`src/rtl/ssc_pkg.sv`:
```
// Package of constants, types and register layout for the strain sequence configuration block.
`default_nettype none
package ssc_pkg;
  // Register byte offsets.
  localparam logic [7:0] OFS_CFG = 8'h00;
  localparam logic [7:0] OFS_MAP = 8'h04;
  localparam logic [7:0] OFS_CTRL = 8'h08;
  localparam logic [7:0] OFS_STAT = 8'h0C;
  localparam logic [7:0] OFS_MASK = 8'h10;
  localparam logic [7:0] OFS_RESULT = 8'h14;
  // Field layout of the configuration register.
  localparam int CFG_W = 9;
  localparam logic [CFG_W-1:0] CFG_RESET = 9'h000;
  localparam logic [7:0] MAP_RESET = 8'hE4;
  localparam int CTRL_INIT_BIT = 0;
  // Status bits.
  localparam int ST_RESULT = 0;
  localparam int ST_FAKE_DONE = 1;
  localparam int ST_CONFLICT = 19;
  localparam logic [31:0] STAT_IMPL = 32'h0008_0003;
  // Calibration interval coding.
  localparam logic [3:0] CAL_TOP_CODE = 4'hF;
  localparam logic [3:0] CAL_TOP_PERIOD = 4'hF;
  // Result arithmetic.
  localparam int RES_W = 16;
  localparam int NUM_W = 40;
  localparam int DEN_W = RES_W + 1;
  localparam logic [19:0] PPM_SCALE = 20'hF4240;
  // Bus responses.
  localparam logic [1:0] RESP_OKAY = 2'h0;
  localparam logic [1:0] RESP_SLVERR = 2'h2;

  typedef struct packed {
    logic single_conv;
    logic osc_off_en;
    logic quarter_bridge;
    logic [3:0] calib_interval;
    logic [1:0] dummy_count;
  } ssc_cfg_t;

  typedef enum logic [1:0] {
    SSC_IDLE = 2'h0,
    SSC_FAKE = 2'h1,
    SSC_RUN = 2'h3
  } ssc_state_t;

  // Number of inserted fake measurements for a dummy-count code.
  function automatic logic [2:0] ssc_fake_count(input logic [1:0] code);
    case (code)
      2'h0: ssc_fake_count = 3'h0;
      2'h1: ssc_fake_count = 3'h1;
      2'h2: ssc_fake_count = 3'h2;
      default: ssc_fake_count = 3'h4;
    endcase
  endfunction
endpackage
`default_nettype wire

```
`src/rtl/ssc_divider.sv`:
```
// Sequential restoring divider producing the signed ppm quotient.
`default_nettype none
module ssc_divider (
  // Clocking.
  input wire logic clk,
  input wire logic srst,
  input wire logic ce,
  // Request.
  input wire logic start,
  input wire logic [ssc_pkg::NUM_W-1:0] num_mag,
  input wire logic [ssc_pkg::DEN_W-1:0] den,
  input wire logic neg,
  // Answer.
  output logic busy,
  output logic done,
  output logic [31:0] quot
);
  logic [ssc_pkg::NUM_W-1:0] q;
  logic [ssc_pkg::DEN_W-1:0] rem;
  logic [5:0] cnt;
  logic neg_r;
  logic [ssc_pkg::DEN_W-1:0] den_r;
  logic [ssc_pkg::DEN_W:0] shifted;
  logic [ssc_pkg::DEN_W:0] diff;
  logic ge;
  logic [ssc_pkg::NUM_W-1:0] next_q;

  always_comb begin
    shifted = {rem, q[ssc_pkg::NUM_W-1]};
    diff = shifted - {1'b0, den_r};
    ge = shifted >= {1'b0, den_r};
    next_q = {q[ssc_pkg::NUM_W-2:0], ge};
  end

  always_ff @(posedge clk) begin
    if (srst) begin
      busy <= 1'b0;
      done <= 1'b0;
      quot <= 32'h0000_0000;
      q <= '0;
      rem <= '0;
      cnt <= 6'h00;
      neg_r <= 1'b0;
      den_r <= '0;
    end else if (ce) begin
      done <= 1'b0;
      if (start && !busy) begin
        q <= num_mag;
        rem <= '0;
        cnt <= 6'(ssc_pkg::NUM_W);
        neg_r <= neg;
        den_r <= den;
        busy <= 1'b1;
      end else if (busy) begin
        q <= next_q;
        rem <= ge ? diff[ssc_pkg::DEN_W-1:0] : shifted[ssc_pkg::DEN_W-1:0];
        cnt <= cnt - 6'h01;
        if (cnt == 6'h01) begin
          busy <= 1'b0;
          done <= 1'b1;
          quot <= neg_r ? -next_q[31:0] : next_q[31:0];
        end
      end
    end
  end
endmodule // ssc_divider
`default_nettype wire

```
`src/rtl/ssc_top.sv`:
```
// Configuration, fake-cycle sequencing, port mapping and result formula of the strain front end.
//
// The implementer's own choices: the AXI4-Lite slave port and the placing of the registers.
`default_nettype none
//////////////////////////////////////////////////////////////////////////////////////////////
// Function
// - Both arithmetic units hitting shared RAM together sets sticky status bit 19.
// - Dummy code 0,1,2,3 inserts 0,1,2,4 fake measurements; four at most.
// - Fake measurements run after reset, produce no result and no output.
// - Calibration interval code n calibrates every n+1 cycles; code 15 every 15.
// - Each 2-bit select routes its drive position to pair A, B, C or D.
// - After reset every drive position maps to its own port pair.
// - Any select combination, duplicates too, is accepted without lock-up.
// - Half-bridge result is one million times difference over sum.
// - Quarter-bridge result is one million times difference over twice reference.
// - Single-conversion mode may switch the fast oscillator off between conversions.
module ssc_top (
  // Clocking.
  input wire logic clk,
  input wire logic srst,
  input wire logic ce,
  // AXI4-Lite write address and data.
  input wire logic [7:0] s_axi_awaddr,
  input wire logic s_axi_awvalid,
  output logic s_axi_awready,
  input wire logic [31:0] s_axi_wdata,
  input wire logic [3:0] s_axi_wstrb,
  input wire logic s_axi_wvalid,
  output logic s_axi_wready,
  // AXI4-Lite write response.
  output logic [1:0] s_axi_bresp,
  output logic s_axi_bvalid,
  input wire logic s_axi_bready,
  // AXI4-Lite read.
  input wire logic [7:0] s_axi_araddr,
  input wire logic s_axi_arvalid,
  output logic s_axi_arready,
  output logic [31:0] s_axi_rdata,
  output logic [1:0] s_axi_rresp,
  output logic s_axi_rvalid,
  input wire logic s_axi_rready,
  // Interrupt.
  output logic irq,
  // Measurement core status.
  input wire logic seq_start,
  input wire logic cycle_done,
  input wire logic first_arith_unit_ram,
  input wire logic second_arith_unit_ram,
  input wire logic conv_busy,
  // Gauge data.
  input wire logic gauge_valid,
  input wire logic [ssc_pkg::RES_W-1:0] gauge_r1,
  input wire logic [ssc_pkg::RES_W-1:0] gauge_r2,
  // Drivers and control outputs.
  input wire logic [3:0] drive_pos,
  output logic [3:0] port_pair_drive,
  output logic fake_active,
  output logic calib_req,
  output logic osc_off,
  // Result.
  output logic [31:0] result_ppm,
  output logic result_valid
);
  //////////////////////////////////////////////////////////////////////////////////////////////
  // Register state.
  ssc_pkg::ssc_cfg_t cfg;
  ssc_pkg::ssc_cfg_t act_cfg;
  logic [7:0] pair_map;
  logic [7:0] act_map;
  logic [31:0] status;
  logic [31:0] mask;
  logic init_pend;
  logic soft_init;

  // Write channel holding registers.
  logic aw_held;
  logic w_held;
  logic [7:0] aw_addr;
  logic [31:0] w_data;
  logic [3:0] w_strb;
  logic do_write;
  logic wr_err;

  // Sequencer.
  ssc_pkg::ssc_state_t state;
  ssc_pkg::ssc_state_t next_state;
  logic [2:0] fake_cnt;
  logic [2:0] fake_goal;
  logic [3:0] cal_cnt;
  logic [3:0] cal_period;
  logic [3:0] pair_hit;

  // Arithmetic.
  logic [ssc_pkg::RES_W:0] sdiff;
  logic [ssc_pkg::RES_W-1:0] mag;
  logic [ssc_pkg::DEN_W-1:0] den;
  logic [ssc_pkg::NUM_W-1:0] num_mag;
  logic div_start;
  logic div_busy;
  logic div_done;
  logic [31:0] div_quot;
  logic div_keep;

  // Events.
  logic ev_conflict;
  logic ev_fake_done;

  // Merges write data into an old value under byte strobes.
  function automatic logic [31:0] apply_strb(input logic [31:0] old, input logic [31:0] data,
                                             input logic [3:0] strb);
    logic [31:0] r;
    r = old;
    for (int b = 0; b < 4; b++) begin
      if (strb[b]) begin
        r[b*8 +: 8] = data[b*8 +: 8];
      end
    end
    return r;
  endfunction

  // True when a drive position selects a given pair.
  function automatic logic sel_hit(input logic [7:0] map, input int pos, input int pair);
    return map[pos*2 +: 2] == 2'(pair);
  endfunction

  //////////////////////////////////////////////////////////////////////////////////////////////
  // AXI4-Lite slave. Only one write and one read are accepted at a time.
  assign s_axi_awready = !aw_held && !s_axi_bvalid;
  assign s_axi_wready = !w_held && !s_axi_bvalid;
  assign s_axi_arready = !s_axi_rvalid;
  assign do_write = aw_held && w_held && !s_axi_bvalid;

  always_comb begin
    wr_err = 1'b1;
    if (aw_addr == ssc_pkg::OFS_CFG) begin
      wr_err = 1'b0;
    end else if (aw_addr == ssc_pkg::OFS_MAP) begin
      wr_err = 1'b0;
    end else if (aw_addr == ssc_pkg::OFS_CTRL) begin
      wr_err = 1'b0;
    end else if (aw_addr == ssc_pkg::OFS_STAT) begin
      wr_err = 1'b0;
    end else if (aw_addr == ssc_pkg::OFS_MASK) begin
      wr_err = 1'b0;
    end else if (aw_addr == ssc_pkg::OFS_RESULT) begin
      wr_err = 1'b0;
    end
  end

  always_ff @(posedge clk) begin
    if (srst) begin
      aw_held <= 1'b0;
      w_held <= 1'b0;
      aw_addr <= 8'h00;
      w_data <= 32'h0000_0000;
      w_strb <= 4'h0;
      s_axi_bvalid <= 1'b0;
      s_axi_bresp <= ssc_pkg::RESP_OKAY;
    end else if (ce) begin
      if (s_axi_awvalid && s_axi_awready) begin
        aw_held <= 1'b1;
        aw_addr <= s_axi_awaddr;
      end
      if (s_axi_wvalid && s_axi_wready) begin
        w_held <= 1'b1;
        w_data <= s_axi_wdata;
        w_strb <= s_axi_wstrb;
      end
      if (do_write) begin
        aw_held <= 1'b0;
        w_held <= 1'b0;
        s_axi_bvalid <= 1'b1;
        s_axi_bresp <= wr_err ? ssc_pkg::RESP_SLVERR : ssc_pkg::RESP_OKAY;
      end else if (s_axi_bvalid && s_axi_bready) begin
        s_axi_bvalid <= 1'b0;
      end
    end
  end

  always_ff @(posedge clk) begin
    if (srst) begin
      s_axi_rvalid <= 1'b0;
      s_axi_rdata <= 32'h0000_0000;
      s_axi_rresp <= ssc_pkg::RESP_OKAY;
    end else if (ce) begin
      if (s_axi_arvalid && s_axi_arready) begin
        s_axi_rvalid <= 1'b1;
        s_axi_rresp <= ssc_pkg::RESP_OKAY;
        if (s_axi_araddr == ssc_pkg::OFS_CFG) begin
          s_axi_rdata <= 32'(cfg);
        end else if (s_axi_araddr == ssc_pkg::OFS_MAP) begin
          s_axi_rdata <= {24'h000000, pair_map};
        end else if (s_axi_araddr == ssc_pkg::OFS_CTRL) begin
          s_axi_rdata <= {28'h0000000, state, div_busy, init_pend};
        end else if (s_axi_araddr == ssc_pkg::OFS_STAT) begin
          s_axi_rdata <= status;
        end else if (s_axi_araddr == ssc_pkg::OFS_MASK) begin
          s_axi_rdata <= mask;
        end else if (s_axi_araddr == ssc_pkg::OFS_RESULT) begin
          s_axi_rdata <= result_ppm;
        end else begin
          s_axi_rdata <= 32'h0000_0000;
          s_axi_rresp <= ssc_pkg::RESP_SLVERR;
        end
      end else if (s_axi_rvalid && s_axi_rready) begin
        s_axi_rvalid <= 1'b0;
      end
    end
  end

  //////////////////////////////////////////////////////////////////////////////////////////////
  // Software-visible configuration. Writes land here but the sequencer only copies them
  // at the first sequence after an init, so a running sequence never sees a half-changed setup.
  assign soft_init = do_write && (aw_addr == ssc_pkg::OFS_CTRL) && w_strb[0]
                     && w_data[ssc_pkg::CTRL_INIT_BIT];

  always_ff @(posedge clk) begin
    if (srst) begin
      cfg <= ssc_pkg::CFG_RESET;
      pair_map <= ssc_pkg::MAP_RESET;
      mask <= 32'h0000_0000;
    end else if (ce && do_write) begin
      if (aw_addr == ssc_pkg::OFS_CFG) begin
        cfg <= ssc_pkg::CFG_W'(apply_strb(32'(cfg), w_data, w_strb));
      end else if (aw_addr == ssc_pkg::OFS_MAP) begin
        pair_map <= 8'(apply_strb({24'h000000, pair_map}, w_data, w_strb));
      end else if (aw_addr == ssc_pkg::OFS_MASK) begin
        mask <= apply_strb(mask, w_data, w_strb) & ssc_pkg::STAT_IMPL;
      end
    end
  end

  //////////////////////////////////////////////////////////////////////////////////////////////
  // Sequencer: fake measurements after init, then real cycles.
  assign fake_goal = ssc_pkg::ssc_fake_count(init_pend ? cfg.dummy_count :
                                             act_cfg.dummy_count);

  always_comb begin
    next_state = state;
    case (state)
      ssc_pkg::SSC_IDLE: begin
        if (seq_start) begin
          next_state = (fake_goal == 3'h0) ? ssc_pkg::SSC_RUN : ssc_pkg::SSC_FAKE;
        end
      end
      ssc_pkg::SSC_FAKE: begin
        if (cycle_done && (fake_cnt + 3'h1 == fake_goal)) begin
          next_state = ssc_pkg::SSC_RUN;
        end
      end
      ssc_pkg::SSC_RUN: begin
        next_state = ssc_pkg::SSC_RUN;
      end
      default: begin
        next_state = ssc_pkg::SSC_IDLE;
      end
    endcase
  end

  always_ff @(posedge clk) begin
    if (srst) begin
      state <= ssc_pkg::SSC_IDLE;
      init_pend <= 1'b1;
      fake_cnt <= 3'h0;
      act_cfg <= ssc_pkg::CFG_RESET;
      act_map <= ssc_pkg::MAP_RESET;
    end else if (ce) begin
      if (soft_init) begin
        state <= ssc_pkg::SSC_IDLE;
        init_pend <= 1'b1;
        fake_cnt <= 3'h0;
      end else begin
        if (state == ssc_pkg::SSC_IDLE && seq_start && init_pend) begin
          act_cfg <= cfg;
          act_map <= pair_map;
          init_pend <= 1'b0;
        end
        if (state == ssc_pkg::SSC_FAKE && cycle_done) begin
          fake_cnt <= fake_cnt + 3'h1;
        end
        state <= next_state;
      end
    end
  end

  // The goal follows the written setup while an init is pending, as the copy loads at the start.
  assign ev_fake_done = (state == ssc_pkg::SSC_FAKE) && (next_state == ssc_pkg::SSC_RUN);

  //////////////////////////////////////////////////////////////////////////////////////////////
  // Calibration pacing.
  assign cal_period = (act_cfg.calib_interval == ssc_pkg::CAL_TOP_CODE) ?
                      ssc_pkg::CAL_TOP_PERIOD : act_cfg.calib_interval + 4'h1;

  always_ff @(posedge clk) begin
    if (srst) begin
      cal_cnt <= 4'h0;
      calib_req <= 1'b0;
    end else if (ce) begin
      calib_req <= 1'b0;
      if (soft_init) begin
        cal_cnt <= 4'h0;
      end else if (cycle_done && state != ssc_pkg::SSC_IDLE) begin
        if (cal_cnt + 4'h1 >= cal_period) begin
          cal_cnt <= 4'h0;
          calib_req <= 1'b1;
        end else begin
          cal_cnt <= cal_cnt + 4'h1;
        end
      end
    end
  end

  //////////////////////////////////////////////////////////////////////////////////////////////
  // Driver pair routing. Several positions may land on one pair; the drives simply OR.
  for (genvar p = 0; p < 4; p++) begin : g_pair
    logic hit;
    always_comb begin
      hit = 1'b0;
      for (int i = 0; i < 4; i++) begin
        hit = hit | (drive_pos[i] & sel_hit(act_map, i, p));
      end
    end
    assign pair_hit[p] = hit;
  end

  always_ff @(posedge clk) begin
    if (srst) begin
      port_pair_drive <= 4'h0;
    end else if (ce) begin
      port_pair_drive <= pair_hit;
    end
  end

  //////////////////////////////////////////////////////////////////////////////////////////////
  // Oscillator switch-off and fake indication.
  always_ff @(posedge clk) begin
    if (srst) begin
      osc_off <= 1'b0;
      fake_active <= 1'b0;
    end else if (ce) begin
      osc_off <= act_cfg.single_conv && act_cfg.osc_off_en && !conv_busy && !div_busy;
      fake_active <= (next_state == ssc_pkg::SSC_FAKE);
    end
  end

  //////////////////////////////////////////////////////////////////////////////////////////////
  // Result formula. Both modes share the numerator r1 - r2; only the denominator differs.
  always_comb begin
    sdiff = {1'b0, gauge_r1} - {1'b0, gauge_r2};
    mag = sdiff[ssc_pkg::RES_W] ? ssc_pkg::RES_W'(-sdiff) : sdiff[ssc_pkg::RES_W-1:0];
    num_mag = ssc_pkg::NUM_W'(mag) * ssc_pkg::NUM_W'(ssc_pkg::PPM_SCALE);
    if (act_cfg.quarter_bridge) begin
      den = {gauge_r2, 1'b0};
    end else begin
      den = {1'b0, gauge_r1} + {1'b0, gauge_r2};
    end
  end

  // Results during fake cycles are dropped, so no post-processing happens for them.
  assign div_start = gauge_valid && (state == ssc_pkg::SSC_RUN) && !div_busy;
  // A division still running across an init must not surface during fake cycles.
  assign div_keep = div_done && (state == ssc_pkg::SSC_RUN);

  ssc_divider u_div (
    .clk(clk),
    .srst(srst),
    .ce(ce),
    .start(div_start),
    .num_mag(num_mag),
    .den(den),
    .neg(sdiff[ssc_pkg::RES_W]),
    .busy(div_busy),
    .done(div_done),
    .quot(div_quot)
  );

  always_ff @(posedge clk) begin
    if (srst) begin
      result_ppm <= 32'h0000_0000;
      result_valid <= 1'b0;
    end else if (ce) begin
      result_valid <= div_keep;
      if (div_keep) begin
        result_ppm <= div_quot;
      end
    end
  end

  //////////////////////////////////////////////////////////////////////////////////////////////
  // Sticky status with write-one-to-clear; a new event beats a clear in the same cycle.
  assign ev_conflict = first_arith_unit_ram && second_arith_unit_ram;

  always_ff @(posedge clk) begin
    if (srst) begin
      status <= 32'h0000_0000;
    end else if (ce) begin
      logic [31:0] clr;
      logic [31:0] set;
      clr = (do_write && aw_addr == ssc_pkg::OFS_STAT) ?
            apply_strb(32'h0000_0000, w_data, w_strb) : 32'h0000_0000;
      set = 32'h0000_0000;
      set[ssc_pkg::ST_CONFLICT] = ev_conflict;
      set[ssc_pkg::ST_RESULT] = div_keep;
      set[ssc_pkg::ST_FAKE_DONE] = ev_fake_done;
      status <= ((status & ~clr) | set) & ssc_pkg::STAT_IMPL;
    end
  end

  always_ff @(posedge clk) begin
    if (srst) begin
      irq <= 1'b0;
    end else if (ce) begin
      irq <= |(status & mask);
    end
  end
endmodule // ssc_top
`default_nettype wire

```
`config.mk`:
```
export PLATFORM = sky130hd
export DESIGN_NAME = ssc_top
export DESIGN_NICKNAME = d
export VERILOG_FILES = /design/src/rtl/ssc_pkg.sv /design/src/rtl/ssc_divider.sv /design/src/rtl/ssc_top.sv
export SDC_FILE = /design/constraint.sdc
export NUM_CORES = 1
export LEC_CHECK = 0
export BUFFER_PORTS_ARGS = -buffer_cell sky130_fd_sc_hd__clkbuf_2
export CORE_MARGIN = 5
export CORE_UTILIZATION = 45
export CTS_CLUSTER_SIZE = 25
export DETAILED_ROUTE_END_ITERATION = 10
export GPL_TIMING_DRIVEN = 0
export HOLD_SLACK_MARGIN = 0.05
export PLACE_DENSITY = 0.62
export SLEW_MARGIN = 20
export SYNTH_ARGS = -nofsm -noshare
export SYNTH_HDL_FRONTEND = slang
export SYNTH_SLANG_ARGS = --single-unit
```
`constraint.sdc`:
```
create_clock -name clk -period 15.64 [get_ports clk]
set_clock_uncertainty 0.05 [all_clocks]
set_input_delay 3.128 -clock clk [delete_from_list [all_inputs] [get_ports clk]]
set_output_delay 3.128 -clock clk [all_outputs]
set_load 0.01 [all_outputs]
```
==> results.json, run 1 <==
{
  "worstMarginPinSlew_ns": 1.061,
  "fmax_mhz": 85.85,
  "slew_headroom_pct": 28.58,
  "final_cell_mix": "dfxtp_1, nand2_1, nor2_1, a21oi_1, ha_1",
  "clk_latency_ns": 0.55,
  "path_clk_slew_ns": 0.06,
  "fp.dieW_um": 209.0,
  "start_util_pct": 45.78,
  "max_cap_viol_count": 0,
  "crit_arrival_ns": 12.00,
  "required_ns": 15.99,
  "status": "finished, final reports clean",
  "clkSinkCount": 265,
  "synth_seq_cells": 265,
  "critPathKind": "in2reg",
  "layout-drive-gt1-share_pct": 10.86,
  "root_buffer": "clkbuf_16",
  "die_area_um2": 43670,
  "cts_tree": "done",
  "cts_resized": 0,
  "syn_to_final_growth_pct": 12.93,
  "cp_max_fo": 10,
  "viasPerCell": 5.529,
  "crit_path_max_incr_delay_ns": 0.82,
  "worstSetupStartpointType": "primary input",
  "num_antenna_cells": 0,
  "synth_fa_ha_area_share_pct": 17.61,
  "seq_area_frac_synth_pct": 29.78,
  "num_rows": 72,
  "synth-xor-area-share_pct": 6.883,
  "synth_top_family_by_area": "compound AO/OA/AOI/OAI gates",
  "grt_overflow": 0,
  "grt_pass1_vias": 15420,
  "period_needed_ns": 11.65,
  "synth.mux.area_fraction_pct": 2.233,
  "cts_made_buffers": 27,
  "end_kind": "flip-flop",
  "fill_cells": 3855,
  "dpl.hpwl_um": 41270,
  "drcViolationCount": 0,
  "async_reset_ff_share_pct": 0,
  "crit_path_frequent_cell": "ha_1",
  "slowest_stage": "xor2_1",
  "finalMaxSlewViolations": 0,
  "grt_max_degree": 16,
  "synth-compound-area-share_pct": 20.18,
  "finalWirelength_um": 51440,
  "postSynthCellCount": 2170,
  "min_period_over_period_pct": 74.48,
  "vias": 16000,
  "path_delay_family": "adder cells",
  "ys.flop_type": "dfxtp_1",
  "grt_setup_unrepaired": "no",
  "min_path_type": "reg2reg",
  "avgRoutedWirePerCell_um": 17.77,
  "final_hold_viol_count": 0,
  "ys.warnings.count": 0,
  "synth_cell_types": 84,
  "cp.buffers_inverters": 7,
  "synth_simple_gate_area_share_pct": 17.21,
  "synth-edff-count": 0,
  "drtIter0Drc": 1092,
  "htreeDepth": 1,
  "clockBufferDepth": 3,
  "ant_nets": 0,
  "cts_hold_buf": 0,
  "first_pass_iters": 7,
  "track_usage_pct": 22.63,
  "final_common_cell": "dfxtp_1",
  "tns_ns": 0,
  "postLayoutCoreUtil_pct": 51.70,
  "die_y_um": 209.0,
  "syn_area_um2": 17820,
  "syn_area_per_cell_um2": 8.210,
  "setup_viol": 0,
  "grt_pass1_wl_um": 81850,
  "antenna_found_initial": 0,
  "postCtsSetupRepairBufs": 0,
  "fin_nets": 2678,
  "port_buffers": 158,
  "core_area_um2": 38920,
  "num_io_pins": 184,
  "gp_congestion": 0.9029
}
-- worst register-to-register path: stages (launching register included) --
cell	delay, ns
dfxtp_1	0.33
inv_1	0.08
ha_1	0.30
clkbuf_1	0.18
a21o_1	0.19
a21o_1	0.16
a21oi_1	0.24
o21ai_0	0.16
a211oi_2	0.53
buf_2	0.38
clkbuf_1	0.45
ha_1	0.27
nand2_1	0.10
or3_1	0.36
o21ai_1	0.43
nand2_1	0.20
a21oi_1	0.19
xnor2_1	0.15
nand2_1	0.08
a21oi_1	0.15
-- sequential cells by signal (all words and copies together) (netlist names), 9 cells and up --
register	flops
u_div.den_r	17
s_axi_rdata	32
u_div.q	40
u_div.rem	17
u_div.quot	32
result_ppm	32
act_cfg	9
cfg	9
w_data	10
-- logic make-up after synthesis --
family / after synthesis
AO/OA/AOI/OAI: 556
buffers and inverters: 278
XOR/XNOR: 128
adder cells (fa/ha/maj): 219
AND/OR/NAND/NOR: 685
other: 1
multiplexers: 38
flip-flops: 265
-- through the flow --
stage | instances | cell area, um^2 | setup WS, ns | hold WS [ns]
2_1_floorplan | 2171 | 17820 | 4.931 | 0.3819
3_3_place_gp | 2847 | 19260 | 3.470 | 0.3902
3_5_place_dp | 2847 | 19260 | 3.517 | 0.3962
4_1_cts | 2894 | 20120 | 4.056 | 0.4040
5_1_grt | 2894 | 20120 | 3.475 | 0.4274
6_report | 2894 | 20120 | 3.991 | 0.4025
-- cell usage after synthesis, types with 4 or more instances --
master	count	area, um^2
a211oi_1	56	420.4
a21boi_0	4	30.03
a21o_1	33	247.7
a21oi_1	183	915.9
a221oi_1	6	52.55
a222oi_1	7	70.07
a22o_1	6	52.55
a22oi_1	51	382.9
a311oi_1	6	52.55
a31oi_1	17	106.4
and2_1	4	25.02
and3_1	16	100.1
buf_1	9	33.78
buf_4	8	60.06
clkbuf_1	92	345.3
dfxtp_1	265	5305
fa_1	53	1061
ha_1	165	2064
inv_1	163	611.8
mux2_2	4	45.04
mux2i_1	33	330.3
nand2_1	257	964.7
nand2b_1	15	93.84
nand3_1	41	205.2
nand3b_1	7	52.55
nand4_1	11	68.82
nor2_1	218	818.3
nor2b_1	11	68.82
nor3_1	41	205.2
nor3b_1	9	67.56
nor4_1	20	125.1
o211ai_1	10	75.07
o21a_1	8	60.06
o21ai_0	105	525.5
o21bai_1	11	82.58
o31ai_1	7	52.55
o41ai_1	11	96.34
or2_2	6	37.54
or3_1	15	93.84
or4_1	4	30.03
xnor2_1	66	578.1
xnor2_4	4	110.1
xor2_1	54	473.0
-- per-layer routing --
layer,global-route usage [%],vias to the layer above,wire (um)
li1,-,7909,-
met1,30.80,7601,23110
met2,38.09,414,24040
met3,2.549,76,2772
met4,6.638,0,1522
met5,0,-,0
-- final cells by class --
cell class	count	area (um^2)	share of cell area (%)
Clock inverter	14	142.6	0.7090
Sequential cell	265	5305	26.37
Timing Repair Buffer	158	790.8	3.930
Clock buffer	33	718.2	3.570
Buffer	112	460.4	2.289
Inverter	166	623.1	3.097
Multi-Input combinational cell	1628	11430	56.82
Tap cell	518	648.1	3.221
-- path summary, 6_finish.rpt --
check	start	end	slack, ns	depth (start not counted)
setup / recovery	gauge_r1[0]	u_div.q[35]$_SDFFE_PP0P_	3.99	31
hold / removal	u_div.quot[30]$_SDFFE_PP0P_	u_div.quot[30]$_SDFFE_PP0P_	0.40	2
setup reg to reg	u_div.den_r[11]$_SDFFE_PP0P_	u_div.quot[30]$_SDFFE_PP0P_	10.57	19
hold reg to reg	u_div.quot[30]$_SDFFE_PP0P_	u_div.quot[30]$_SDFFE_PP0P_	0.40	2
Power of run 1 is left out: the tool's default activity adds up to more than one toggle a clock period on the data nets, which glitch-free logic cannot reach.
==> run 2: changes to the inputs <==
--- a/config.mk
+++ b/config.mk
@@ -12,7 +12,7 @@
 export DETAILED_ROUTE_END_ITERATION = 10
 export GPL_TIMING_DRIVEN = 0
 export HOLD_SLACK_MARGIN = 0.05
-export PLACE_DENSITY = 0.62
+export PLACE_DENSITY = 0.64
 export SLEW_MARGIN = 20
 export SYNTH_ARGS = -nofsm -noshare
 export SYNTH_HDL_FRONTEND = slang
==> constraint.sdc (replaced) <==
create_clock -name clk -period 9.8 [get_ports clk]
set_clock_uncertainty 0.05 [all_clocks]
set_input_delay 1.96 -clock clk [delete_from_list [all_inputs] [get_ports clk]]
set_output_delay 1.96 -clock clk [all_outputs]
set_load 0.01 [all_outputs]
==> run 2 against run 1 <==
  * Utilization rose by 0.46 points
  * Register-to-register slack worse by 6.0 ns
  * Critical path type unchanged
  * Final area increased by 0.89%
  * Largest cell class unchanged
  * First-iteration DRC count grew 3.8%
  * Flip-flop and latch count unchanged
==> results.json, run 2 (synthesis gave the netlist of run 1 again) <==
{
  "fp.dieW_um": 209.0,
  "track_usage_pct": 22.27,
  "grt_overflow": 0,
  "ant_nets": 0,
  "cp.buffers_inverters": 7,
  "slowest_stage": "fa_1",
  "drtIter0Drc": 1133,
  "path_delay_family": "adder cells",
  "min_path_type": "reg2reg",
  "avgRoutedWirePerCell_um": 17.52,
  "crit_path_max_incr_delay_ns": 0.61,
  "antenna_found_initial": 0,
  "num_antenna_cells": 0,
  "root_buffer": "clkbuf_16",
  "first_pass_iters": 5,
  "finalWirelength_um": 50830,
  "num_io_pins": 184,
  "port_buffers": 158,
  "worstMarginPinSlew_ns": 1.009,
  "max_flop_register": "u_div.q",
  "path_clk_slew_ns": 0.07,
  "setup_viol": 0,
  "fin_nets": 2682,
  "end_kind": "flip-flop",
  "tns_ns": 0,
  "period_needed_ns": 9.424,
  "die_y_um": 209.0,
  "clkSinkCount": 265,
  "fmax_mhz": 106.1,
  "critPathKind": "in2reg",
  "grt_pass1_wl_um": 81260,
  "min_period_over_period_pct": 96.16,
  "core_area_um2": 38920,
  "crit_arrival_ns": 9.80,
  "clockBufferDepth": 3,
  "vias": 16061,
  "worstSetupStartpointType": "primary input",
  "cts_tree": "done",
  "max_cap_viol_count": 0,
  "start_util_pct": 45.78,
  "grt_max_degree": 17,
  "final_common_cell": "dfxtp_1",
  "grt_pass1_vias": 15307,
  "largest_reg_flops": 40,
  "dpl.hpwl_um": 40890,
  "cts_made_buffers": 27,
  "cp_max_fo": 10,
  "htreeDepth": 1,
  "required_ns": 10.18,
  "die_area_um2": 43670,
  "drcViolationCount": 0,
  "slew_headroom_pct": 32.74,
  "finalMaxSlewViolations": 0,
  "status": "finished, final reports clean",
  "final_hold_viol_count": 0,
  "syn_to_final_growth_pct": 13.93,
  "viasPerCell": 5.536,
  "num_rows": 72,
  "layout-drive-gt1-share_pct": 11.83,
  "clk_latency_ns": 0.55,
  "gp_congestion": 0.8975,
  "final_cell_mix": "dfxtp_1, nand2_1, nor2_1, a21oi_1, ha_1"
}
## run 2: cell count changes in the layout (fill, tap and decap cells not counted), sizes merged
| cell | before | now |
|---|---|---|
| clkbuf | 283 | 277 |
| bufinv | 2 | 4 |
| buf | 20 | 25 |
| clkinv | 6 | 9 |
| inv | 166 | 168 |
| clkinvlp | 6 | 7 |
## run 2: worst reg2reg max path: stages, from the launching register on
cell,delay (ns)
dfxtp_1,0.35
inv_1,0.09
ha_1,0.29
clkbuf_1,0.18
a21o_1,0.19
a21o_1,0.17
a21oi_1,0.22
o21ai_0,0.15
a211oi_2,0.55
buf_2,0.40
clkbuf_1,0.49
ha_1,0.28
nand2_1,0.10
or3_1,0.37
o21ai_1,0.44
nand2_1,0.20
a21oi_1,0.19
xnor2_1,0.14
nand2_1,0.08
a21oi_1,0.15
## run 2: cell type report
| class | count | area [um^2] |
|---|---|---|
| plain buffers | 111 | 460.4 |
| clock buffers | 28 | 679.4 |
| clock inverters | 22 | 246.5 |
| fillers | 3726 | 18620 |
| inverters | 166 | 623.1 |
| multi-input cells | 1628 | 11510 |
| flip-flops and latches | 265 | 5305 |
| well taps | 518 | 648.1 |
| repair buffers | 163 | 828.3 |
## run 2: per-stage QoR
stage               setup slack (ns)  utilization, %  instance area [um^2]  instances  hold WS, ns
floorplan                     0.2593               -                 17820       2171       0.3819
global placement              -1.191           49.49                 19260       2847       0.3909
detailed placement            -1.223           49.49                 19260       2847       0.3951
CTS                          0.09767           51.99                 20230       2897       0.3870
global route                -0.02843           52.16                 20300       2901       0.4122
finish                        0.3760           52.16                 20300       2901       0.3938
## run 2: final timing paths
kind         cells past startpoint                    startpoint  slack (ns)                          end
max reg2reg                     19  u_div.den_r[11]$_SDFFE_PP0P_        4.62  u_div.quot[30]$_SDFFE_PP0P_
min reg2reg                      2    u_div.quot[5]$_SDFFE_PP0P_        0.39   result_ppm[5]$_SDFFE_PP0P_
min                              2    u_div.quot[5]$_SDFFE_PP0P_        0.39   result_ppm[5]$_SDFFE_PP0P_
max                             30                   gauge_r1[0]        0.38     u_div.q[30]$_SDFFE_PP0P_
## run 2: metal layers
metal	share of wire, %	global-route usage (%)	vias up	wire, um
li1	-	-	7921	-
met1	45	30.54	7558	22820
met2	46	37.38	500	23590
met3	5.8	2.445	82	2970
met4	2.8	6.278	0	1445
met5	0	0	-	0
## run 2: repair_timing
| item | in CTS | in global routing |
|---|---|---|
| endpoints found under the setup margin | 6 | 8 |
| hold buffers | 0 | 0 |
| pin swaps | 0 | 4 |
| setup buffers | 0 | 5 |
| resized for setup | 9 | 9 |
| hold endpoints to repair | 0 | 0 |
Power of run 2 is left out for the same reason.
==> run 3: changes to the inputs <==
--- a/config.mk
+++ b/config.mk
@@ -6,14 +6,15 @@
 export NUM_CORES = 1
 export LEC_CHECK = 0
 export BUFFER_PORTS_ARGS = -buffer_cell sky130_fd_sc_hd__clkbuf_2
+export CAP_MARGIN = 20
 export CORE_MARGIN = 5
 export CORE_UTILIZATION = 45
 export CTS_CLUSTER_SIZE = 25
 export DETAILED_ROUTE_END_ITERATION = 10
 export GPL_TIMING_DRIVEN = 0
 export HOLD_SLACK_MARGIN = 0.05
-export PLACE_DENSITY = 0.64
-export SLEW_MARGIN = 20
+export PLACE_DENSITY = 0.66
+export SLEW_MARGIN = 15
 export SYNTH_ARGS = -nofsm -noshare
 export SYNTH_HDL_FRONTEND = slang
 export SYNTH_SLANG_ARGS = --single-unit
==> run 3 against run 2 <==
  * Setup slack worse by 0.020 ns
  * Cell count unchanged
  * Clock-buffer cell count up 5
  * Non-clock buffer count down 1
  * Routed wire length up 0.54%
  * Global-route usage up 0.17 points
  * Register-to-register slack about the same
  * Flip-flop and latch count unchanged
  * Worst hold slack better by 0.010 ns
==> results.json, run 3 (synthesis gave the netlist of run 1 again) <==
{
  "status": "finished, final reports clean",
  "final_cell_mix": "dfxtp_1, nand2_1, nor2_1, a21oi_1, ha_1",
  "finalMaxSlewViolations": 0,
  "clkSinkCount": 265,
  "port_buffers": 158,
  "min_period_over_period_pct": 96.37,
  "die_y_um": 209.0,
  "setup_ws_ns": 0.3562,
  "end_kind": "flip-flop",
  "dp_slack_ns": -1.166,
  "drtIter0Drc": 1205,
  "fp.dieW_um": 209.0,
  "clk_latency_ns": 0.55,
  "crit_start": "gauge_r1[0]",
  "avgRoutedWirePerCell_um": 17.61,
  "hold_start": "u_div.den_r[10]$_SDFFE_PP0P_",
  "cts_tree": "done",
  "num_io_pins": 184,
  "syn_to_final_growth_pct": 14.02,
  "max_flop_register": "u_div.q",
  "slowest_stage": "fa_1",
  "finalWirelength_um": 51100,
  "path_clk_slew_ns": 0.06,
  "fill_cells": 3693,
  "clockBufferDepth": 3,
  "track_usage_pct": 22.44,
  "ant_nets": 0,
  "crit_path_max_incr_delay_ns": 0.60,
  "crit_arrival_ns": 9.79,
  "num_rows": 72,
  "worstSetupStartpointType": "primary input",
  "cts_made_buffers": 28,
  "max_cap_viol_count": 0,
  "min_path_type": "reg2reg",
  "cts_hold_buf": 0,
  "dpl.hpwl_um": 40810,
  "grt_overflow": 0,
  "final_common_cell": "dfxtp_1",
  "start_util_pct": 45.78,
  "grt_pass1_vias": 15426,
  "grt_max_degree": 15,
  "largest_reg_flops": 40,
  "die_area_um2": 43670,
  "grt_pass1_wl_um": 81450,
  "worstMarginPinSlew_ns": 1.060,
  "period_needed_ns": 9.444,
  "seqCellArea_um2": 5305,
  "r2r_start": "u_div.den_r[11]$_SDFFE_PP0P_",
  "setup_viol": 0,
  "first_pass_iters": 6,
  "final_hold_viol_count": 0,
  "viasPerCell": 5.557,
  "num_antenna_cells": 0,
  "htreeDepth": 1,
  "cp_max_fo": 7,
  "vias": 16122,
  "multi_input_area_um2": 11500,
  "required_ns": 10.15,
  "drcViolationCount": 0,
  "core_area_um2": 38920,
  "fin_nets": 2682,
  "fmax_mhz": 105.9,
  "gp_congestion": 0.9290,
  "layout-drive-gt1-share_pct": 11.79,
  "root_buffer": "clkbuf_16",
  "slew_headroom_pct": 28.65,
  "antenna_found_initial": 1,
  "critPathKind": "in2reg"
}
## run 3: cell count changes in the layout (fill, tap and decap cells not counted)
cell        change
a311oi_1        +1
a311oi_2        -1
buf_6           -1
bufinv_16       -1
clkbuf_16       +2
clkbuf_8        +3
clkinv_2        +1
clkinvlp_4      -2
inv_6           -2
o21ai_0         +1
o21ai_1         -1
## run 3: what timing repair did
action | 4_1_cts | 5_1_grt
pin swaps | 0 | 2
setup buffers | 0 | 4
setup endpoints to repair | 5 | 6
gates resized for setup | 8 | 7
## run 3: cell type report
type                            count  share of cell area (%)
Inverter                          166                   3.067
Tap cell                          518                   3.190
Buffer                            111                   2.248
Clock inverter                     18                  0.9300
Sequential cell                   265                   26.11
Multi-Input combinational cell   1628                   56.61
Clock buffer                       33                   3.794
Timing Repair Buffer              162                   4.040
## run 3: routing by layer
layer,GRT usage (%),share of wire (%),vias up
li1,-,-,7936
met1,30.19,44,7554
met2,37.21,46,529
met3,3.344,6.6,101
met4,7.291,3.4,2
met5,0,0.025,-
## run 3: worst paths after layout
kind	to	slack [ns]	depth (start not counted)
hold / removal	u_div.den_r[10]$_SDFFE_PP0P_	0.40	2
setup reg to reg	u_div.quot[30]$_SDFFE_PP0P_	4.62	19
hold reg to reg	u_div.den_r[10]$_SDFFE_PP0P_	0.40	2
setup / recovery	u_div.q[33]$_SDFFE_PP0P_	0.36	33
## run 3: stage by stage
stage	hold WS (ns)	TNS, ns	cells	util (%)	area (um^2)
after detailed placement	0.3956	-7.152	2847	49.49	19260
after floorplan	0.3819	0	2171	-	17820
after global routing	0.4215	-0.001248	2901	52.20	20310
final	0.4041	0	2901	52.20	20310
after CTS	0.4026	0	2898	52.07	20270
after global placement	0.3902	-6.574	2847	49.49	19260
## run 3: critical path, delay by kind of cell
family / cells / cell delay (ns)
compound gates: 12 / 2.52
xor+xnor: 2 / 0.54
fa+ha+maj: 9 / 3.79
buf+inv: 8 / 0.63
simple gates: 2 / 0.35
Power of run 3 is left out for the same reason.
